### src/rtl/bpp_pkg.sv
// Purpose: constants for the eight-pin bidirectional port block
// Assumes: APB slave, 32-bit data, one register per aligned word
// Notes: register offsets and the control register are local choices
// How it works
// - eight pins, bit x of every register controls pin x
// - three software registers: data latch, direction, output type
// - reset clears all registers; pins become inputs with pull-up, no interrupt
// - direction 0 makes an input; data read returns pin level
// - direction 1 makes an output; latch value drives the pin
// - output pin reads return the stored latch value
// - latch 0 drives low; latch 1 drives high or floats if open-drain
// - output type 0 selects open-drain, 1 push-pull
// - input, type 0, data 0: pull-up on, no interrupt
// - input, type 0, data 1: pull-up off, no interrupt
// - input, type 1, data 0: pull-up on, interrupt connected
// - input, type 1, data 1: analog input to converter
// - pin event interrupts only if pin configured and global enable set
// - trigger per port: falling edge, rising edge or low level
// - low-power states keep configuration; pin interrupts wake the device
// - open-drain only disables the high-side driver
// - alternate function active only once pin bits configure it
// - input pins use latch bits for pull-up, interrupt, analog selection
package bpp_pkg;
  localparam int unsigned NUM_PINS = 8;
  localparam logic [11:0] OFS_DATA = 12'h000;
  localparam logic [11:0] OFS_DIR = 12'h004;
  localparam logic [11:0] OFS_TYPE = 12'h008;
  localparam logic [11:0] OFS_CTRL = 12'h00c;
  localparam logic [7:0] RST_REG = 8'h00;
  localparam logic [7:0] RST_PULLUP = 8'hff;
  localparam logic [2:0] RST_CTRL = 3'h0;
  // control register fields
  localparam int unsigned CTRL_IRQ_EN_BIT = 0;
  localparam int unsigned CTRL_TRIG_LSB = 1;
  localparam int unsigned CTRL_TRIG_MSB = 2;
  typedef enum logic [1:0] {
    BPP_TRIG_FALL = 2'b00,
    BPP_TRIG_RISE = 2'b01,
    BPP_TRIG_LOW = 2'b10
  } bpp_trig_e;
endpackage : bpp_pkg

### src/rtl/bpp_port.sv
// Purpose: eight-pin bidirectional port with input, analog and output modes
// Assumes: pins are asynchronous; one clock pclk at 40 MHz
// Notes: no interrupt logic beyond the level/pulse request sent outward
//
// The register addresses and the APB register port were left to the implementer.
`timescale 1ns/1ps
module bpp_port (
  input wire logic pclk,
  input wire logic presetn,
  input wire logic psel,
  input wire logic penable,
  input wire logic pwrite,
  input wire logic [11:0] paddr,
  input wire logic [31:0] pwdata,
  input wire logic [3:0] pstrb,
  output logic [31:0] prdata,
  output logic pready,
  output logic pslverr,
  input wire logic [7:0] pin_in,
  output logic [7:0] pin_out,
  output logic [7:0] pin_oe,
  output logic [7:0] pullup_en,
  output logic [7:0] analog_sel,
  output logic irq_req
);

  logic [7:0] port_data_latch_ff;
  logic [7:0] port_direction_ff;
  logic [7:0] port_output_type_ff;
  logic global_irq_enable_ff;
  logic [1:0] trig_mode_ff;
  logic [7:0] sync1_ff;
  logic [7:0] sync2_ff;
  logic [7:0] pin_prev_ff;
  logic [7:0] nxt_pin_out;
  logic [7:0] nxt_pin_oe;
  logic [7:0] nxt_pullup;
  logic [7:0] nxt_analog;
  logic [7:0] irq_pin_en;
  logic [7:0] pin_event;
  logic [7:0] rd_data_view;
  logic nxt_irq;
  logic acc;
  logic wr_ok;
  logic mapped;
  logic [31:0] nxt_prdata;

  assign acc = psel && penable;
  assign mapped = (paddr == bpp_pkg::OFS_DATA) || (paddr == bpp_pkg::OFS_DIR) ||
                  (paddr == bpp_pkg::OFS_TYPE) || (paddr == bpp_pkg::OFS_CTRL);
  // write lands only on the access cycle with byte 0 enabled
  assign wr_ok = acc && pwrite && mapped && pstrb[0];

  // pin levels are asynchronous, so two flops before any use
  // reset to the pulled-up idle level so no false edge follows reset
  always_ff @(posedge pclk or negedge presetn)
  begin
    if (!presetn)
    begin
      sync1_ff <= bpp_pkg::RST_PULLUP;
      sync2_ff <= bpp_pkg::RST_PULLUP;
    end
    else
    begin
      sync1_ff <= pin_in;
      sync2_ff <= sync1_ff;
    end
  end

  always_ff @(posedge pclk or negedge presetn)
  begin
    if (!presetn)
      pin_prev_ff <= bpp_pkg::RST_PULLUP;
    else
      pin_prev_ff <= sync2_ff;
  end

  always_ff @(posedge pclk or negedge presetn)
  begin
    if (!presetn)
      port_data_latch_ff <= bpp_pkg::RST_REG;
    else if (wr_ok && paddr == bpp_pkg::OFS_DATA)
      port_data_latch_ff <= pwdata[7:0];
  end

  always_ff @(posedge pclk or negedge presetn)
  begin
    if (!presetn)
      port_direction_ff <= bpp_pkg::RST_REG;
    else if (wr_ok && paddr == bpp_pkg::OFS_DIR)
      port_direction_ff <= pwdata[7:0];
  end

  always_ff @(posedge pclk or negedge presetn)
  begin
    if (!presetn)
      port_output_type_ff <= bpp_pkg::RST_REG;
    else if (wr_ok && paddr == bpp_pkg::OFS_TYPE)
      port_output_type_ff <= pwdata[7:0];
  end

  always_ff @(posedge pclk or negedge presetn)
  begin
    if (!presetn)
    begin
      global_irq_enable_ff <= bpp_pkg::RST_CTRL[0];
      trig_mode_ff <= bpp_pkg::RST_CTRL[2:1];
    end
    else if (wr_ok && paddr == bpp_pkg::OFS_CTRL)
    begin
      global_irq_enable_ff <= pwdata[bpp_pkg::CTRL_IRQ_EN_BIT];
      trig_mode_ff <= pwdata[bpp_pkg::CTRL_TRIG_MSB:bpp_pkg::CTRL_TRIG_LSB];
    end
  end

  genvar gi;
  generate
    for (gi = 0; gi < bpp_pkg::NUM_PINS; gi++)
    begin : g_pin
      logic dir;
      logic typ;
      logic dat;
      assign dir = port_direction_ff[gi];
      assign typ = port_output_type_ff[gi];
      assign dat = port_data_latch_ff[gi];
      assign nxt_pin_out[gi] = dir & dat;
      // open-drain drops only the high side
      assign nxt_pin_oe[gi] = dir & (typ | ~dat);
      assign nxt_pullup[gi] = ~dir & ~dat;
      assign nxt_analog[gi] = ~dir & typ & dat;
      assign irq_pin_en[gi] = ~dir & typ & ~dat;
      assign rd_data_view[gi] = dir ? dat : sync2_ff[gi];
    end
  endgenerate

  always_comb
  begin
    case (bpp_pkg::bpp_trig_e'(trig_mode_ff))
      bpp_pkg::BPP_TRIG_FALL: pin_event = pin_prev_ff & ~sync2_ff;
      bpp_pkg::BPP_TRIG_RISE: pin_event = ~pin_prev_ff & sync2_ff;
      bpp_pkg::BPP_TRIG_LOW: pin_event = ~sync2_ff;
      default: pin_event = 8'h00;
    endcase
  end

  // gated by pin mode and global enable
  // request stays live in low power since no clock gating here
  assign nxt_irq = global_irq_enable_ff && |(pin_event & irq_pin_en);

  // alternate use needs the same register setup; no override path exists
  always_ff @(posedge pclk or negedge presetn)
  begin
    if (!presetn)
    begin
      pin_out <= bpp_pkg::RST_REG;
      pin_oe <= bpp_pkg::RST_REG;
      pullup_en <= bpp_pkg::RST_PULLUP;
      analog_sel <= bpp_pkg::RST_REG;
      irq_req <= 1'b0;
    end
    else
    begin
      pin_out <= nxt_pin_out;
      pin_oe <= nxt_pin_oe;
      pullup_en <= nxt_pullup;
      analog_sel <= nxt_analog;
      irq_req <= nxt_irq;
    end
  end

  always_comb
  begin
    nxt_prdata = 32'h0000_0000;
    case (paddr)
      bpp_pkg::OFS_DATA: nxt_prdata[7:0] = rd_data_view;
      bpp_pkg::OFS_DIR: nxt_prdata[7:0] = port_direction_ff;
      bpp_pkg::OFS_TYPE: nxt_prdata[7:0] = port_output_type_ff;
      bpp_pkg::OFS_CTRL: nxt_prdata[2:0] = {trig_mode_ff, global_irq_enable_ff};
      default: nxt_prdata = 32'h0000_0000;
    endcase
  end

  // setup cycle registers read data; access cycle answers with pready
  always_ff @(posedge pclk or negedge presetn)
  begin
    if (!presetn)
    begin
      prdata <= 32'h0000_0000;
      pready <= 1'b0;
      pslverr <= 1'b0;
    end
    else
    begin
      pready <= psel && !penable;
      pslverr <= psel && !penable && !mapped;
      if (psel && !penable && !pwrite)
        prdata <= nxt_prdata;
    end
  end
endmodule : bpp_port

### config.mk
export PLATFORM = sky130hd
export DESIGN_NAME = bpp_port
export DESIGN_NICKNAME = d
export VERILOG_FILES = /design/src/rtl/bpp_pkg.sv /design/src/rtl/bpp_port.sv
export SDC_FILE = /design/constraint.sdc
export NUM_CORES = 1
export LEC_CHECK = 0
export BUFFER_PORTS_ARGS = -buffer_cell sky130_fd_sc_hd__buf_4
export CAP_MARGIN = 20
export CELL_PAD_IN_SITES_DETAIL_PLACEMENT = 0
export CELL_PAD_IN_SITES_GLOBAL_PLACEMENT = 1
export CORE_ASPECT_RATIO = 1.4
export CORE_MARGIN = 3
export CORE_UTILIZATION = 32
export DETAILED_ROUTE_END_ITERATION = 8
export PLACE_DENSITY = 0.76
export SYNTH_ARGS = -nofsm -noshare
export SYNTH_HDL_FRONTEND = slang
export SYNTH_SLANG_ARGS = --single-unit
### constraint.sdc
create_clock -name pclk -period 1.61 [get_ports pclk]
set_clock_uncertainty 0.15 [all_clocks]
set_input_delay 0.161 -clock pclk [delete_from_list [all_inputs] [get_ports pclk]]
set_output_delay 0.161 -clock pclk [all_outputs]
set_load 0.05 [all_outputs]
==> impl_metrics.yaml <==
status:
  status: "complete, no violations"
yosys:
  postSynthCellCount: 299
  yosysWarnings: 0
  synth_top_family_by_area: "simple AND/OR/NAND/NOR gates"
  ys_async_sr_fraction: 1.00
  avgSynthCellArea_sq_um: 13.0
  synth-compound-area-share: 0.116
  ys_top_cells_by_area: "dfrtp_1 (40%), dfstp_2 (22%), mux2_2 (4.9%), buf_4 (4.8%), mux2_4 (3.1%)"
  ys.flop_type: "dfrtp_1"
  ys_seq_area_frac: 0.616
  synth-simple-area-share: 0.117
  ys_ff_latch: 94
  synth_common_cells: "dfrtp_1 (62), dfstp_2 (32), buf_4 (25)"
  syn_area_sq_um: 3880
  synth.most_common_cell: "dfrtp_1"
  synthAdderAreaFrac: 0
  synth.area.mux_share: 0.0860
  yosysTopAreaCell: "dfrtp_1"
  synth.top_cell.area_share: 0.399
  ys_types: 35
  synth_xor_area_frac: 0
  synth_edf_count: 0
finish:
  area_growth_pct: 35.6
  fin_nets: 483
  fillers: 1077
  layout-drive-gt1-share: 0.436
  fin_util: 0.446
  n_antenna_cell: 0
  seqCellArea_sq_um: 2390
  multi_input_area_sq_um: 1360
route:
  drc_errors: 0
  firstDrtPassIters: 4
  via_per_inst: 4.65
  dr_total_vias: 2667
  routed_wl_mm: 8.61
  drt.antenna.violating_nets: 0
  drt_iter0_drc: 151
  wl_per_cell_um: 15.0
global_routing:
  gr-usage-met3: 0.0210
  grt_usage: 0.131
  gr-total-overflow: 0
  grt.met2_usage: 0.222
  antenna_found_initial: 0
  grt_pass1_wl_mm: 13.9
  grt_pass1_vias: 2722
  top_usage_layer: "met2"
  grt_start_max_net_pins: 39
  grt.met1_usage: 0.162
power:
  cellLeakagePower_nw: 2.46
  ir_drop_mv: 0.474
  power.density_nw_per_um2: 920
  power_mw: 4.84
sta:
  rsz0062_at_grt: "true"
  setup_violations: 0
  slew_viol_final: 0
  fin_crit_sh: 0.964
  fin_crit_ns: 1.55
  setup-tns-final_ns: 0
  fmaxAchievable_mhz: 644
  final_hold_viol_count: 0
placement:
  portBuffers: 76
  place.gp.congestion: 0.806
  hpwlAfterDp_mm: 6.39
cts:
  h-tree-depth: 3
  cts_buffers: 9
  path_clk_slew_ns: 0.06
  root_buffer: "clkbuf_16"
  cts.path.max_buffers: 2
  cts_tree: "done"
  cts.sinks: 94
  clk_latency_ns: 0.33
floorplanning:
  core-area_sq_um: 11800
  initial_utilization: 0.329
  die_h_um: 136
  rows: 47
  die_w_um: 99.1
  dieArea_sq_um: 13500
  ios: 128
worst_setup_path:
  crit_type: "reg -> reg"
  crit_chain: "buf_12, o21bai_1, o32ai_1, a32oi_1, a41oi_2"
  crit_path_end_kind: "register"
  critical_path_buf_inv_count: 1
  slowest_stage: "dfrtp_1"
  worstPathRequired_ns: 1.65
  cpPeakStageDelay_ns: 0.41
  worstPathArrival_ns: 1.59
  critPathMaxFanout: 13
  cp_top_family: "compound AO/OA/AOI/OAI gates"
  worstSetupStartpointType: "register"
min_path:
  min_path_type: "in -> reg"
run:
  cap_violations: 0
-- layout by cell type, fill, tap and decap left out, types with 2 or more instances in the layout --
cell           instances
a21boi_0               8
a21oi_1                5
a21oi_2                2
a22o_1                10
a22oi_1                2
a32oi_1                2
and2_1                 9
buf_12                 4
buf_4                100
clkbuf_1               2
clkbuf_16              9
clkbuf_8               3
conb_1                24
dfrtp_1               62
dfstp_2               32
dlygate4sd3_1         18
inv_1                  9
mux2_1                 2
mux2_2                14
mux2_4                11
nand2_1               15
nand2b_1               6
nand4_1                2
nor2_1                10
nor3_1                 7
nor3b_1                9
nor4_4                 2
o21ai_0               17
o21ai_1                2
o21bai_1               8
o32ai_1                8
or3b_2                 2
-- through the flow --
stage               setup WS (ns)  instance area [sq um]  instances  hold slack [ns]
floorplan                  -0.113                   3990        322           -0.285
global placement           -0.255                   4780        540          -0.0368
detailed placement         -0.300                   4780        540          -0.0289
CTS                        0.0174                   5250        574           0.0693
global route             -0.00240                   5270        574            0.106
finish                     0.0577                   5270        574           0.0899
-- flip-flops by register name, indices dropped and copies added (netlist names) --
register	cells
pullup_en	8
port_data_latch_ff	8
pin_out	8
pslverr	1
sync2_ff	8
trig_mode_ff	2
prdata	8
irq_req	1
pready	1
pin_prev_ff	8
pin_oe	8
analog_sel	8
port_output_type_ff	8
sync1_ff	8
port_direction_ff	8
global_irq_enable_ff	1
-- where the power goes --
| part | internal, mW | switching (mW) |
|---|---|---|
| logic | 0.140 | 0.260 |
| registers | 2.42 | 0.0214 |
| clock network | 1.18 | 0.823 |
| total | 3.74 | 1.10 |
-- repair_timing --
item | CTS | global route
endpoints found under the setup margin | 1 | 6
setup buffers | 0 | 0
pin swaps | 0 | 4
hold endpoints to repair | 106 | 0
resized for setup | 1 | 5
hold buffers | 18 | 0
-- cell type report --
type / instances / share of cell area
clock buffer: 14 / 0.0520
clock inverter: 2 / 0.00309
inverter: 9 / 0.00641
multi-input combinational: 186 / 0.257
sequential: 94 / 0.454
tap: 147 / 0.0349
timing repair buffer: 122 / 0.192
-- logic make-up (layout without fill, tap and decap cells) --
| family | count (synthesis) | count (layout) |
|---|---|---|
| AOI/OAI and AO/OA | 65 | 65 |
| muxes | 27 | 27 |
| other | 1 | 24 |
| buffers and inverters | 42 | 147 |
| and+or+nand+nor | 70 | 70 |
| DFF | 94 | 94 |
-- layer usage --
metal	wire length, um	part of all wire
met1	3620	0.42
met2	4370	0.51
met3	469	0.054
met4	150	0.017
met5	0	0
-- worst register-to-register path, cell delays in order, from the launching register on --
cell and delay (ns):
dfrtp_1 0.41, buf_12 0.15, o21bai_1 0.13, o32ai_1 0.10
a32oi_1 0.30, a41oi_2 0.16
-- final timing paths --
path | slack, ns | endpoint | depth (start not counted) | startpoint
max | 0.06 | irq_req | 5 | trig_mode_ff[1]
min | 0.09 | pslverr | 4 | penable
max reg2reg | 0.06 | irq_req | 5 | trig_mode_ff[1]
min reg2reg | 0.21 | sync2_ff[3] | 0 | sync1_ff[3]
max in group asynchronous | 0.54 | pin_prev_ff[0] | 3 | presetn
min in group asynchronous | 0.15 | port_data_latch_ff[4] | 2 | presetn
Note: power is estimated with default switching activity, not from simulation.
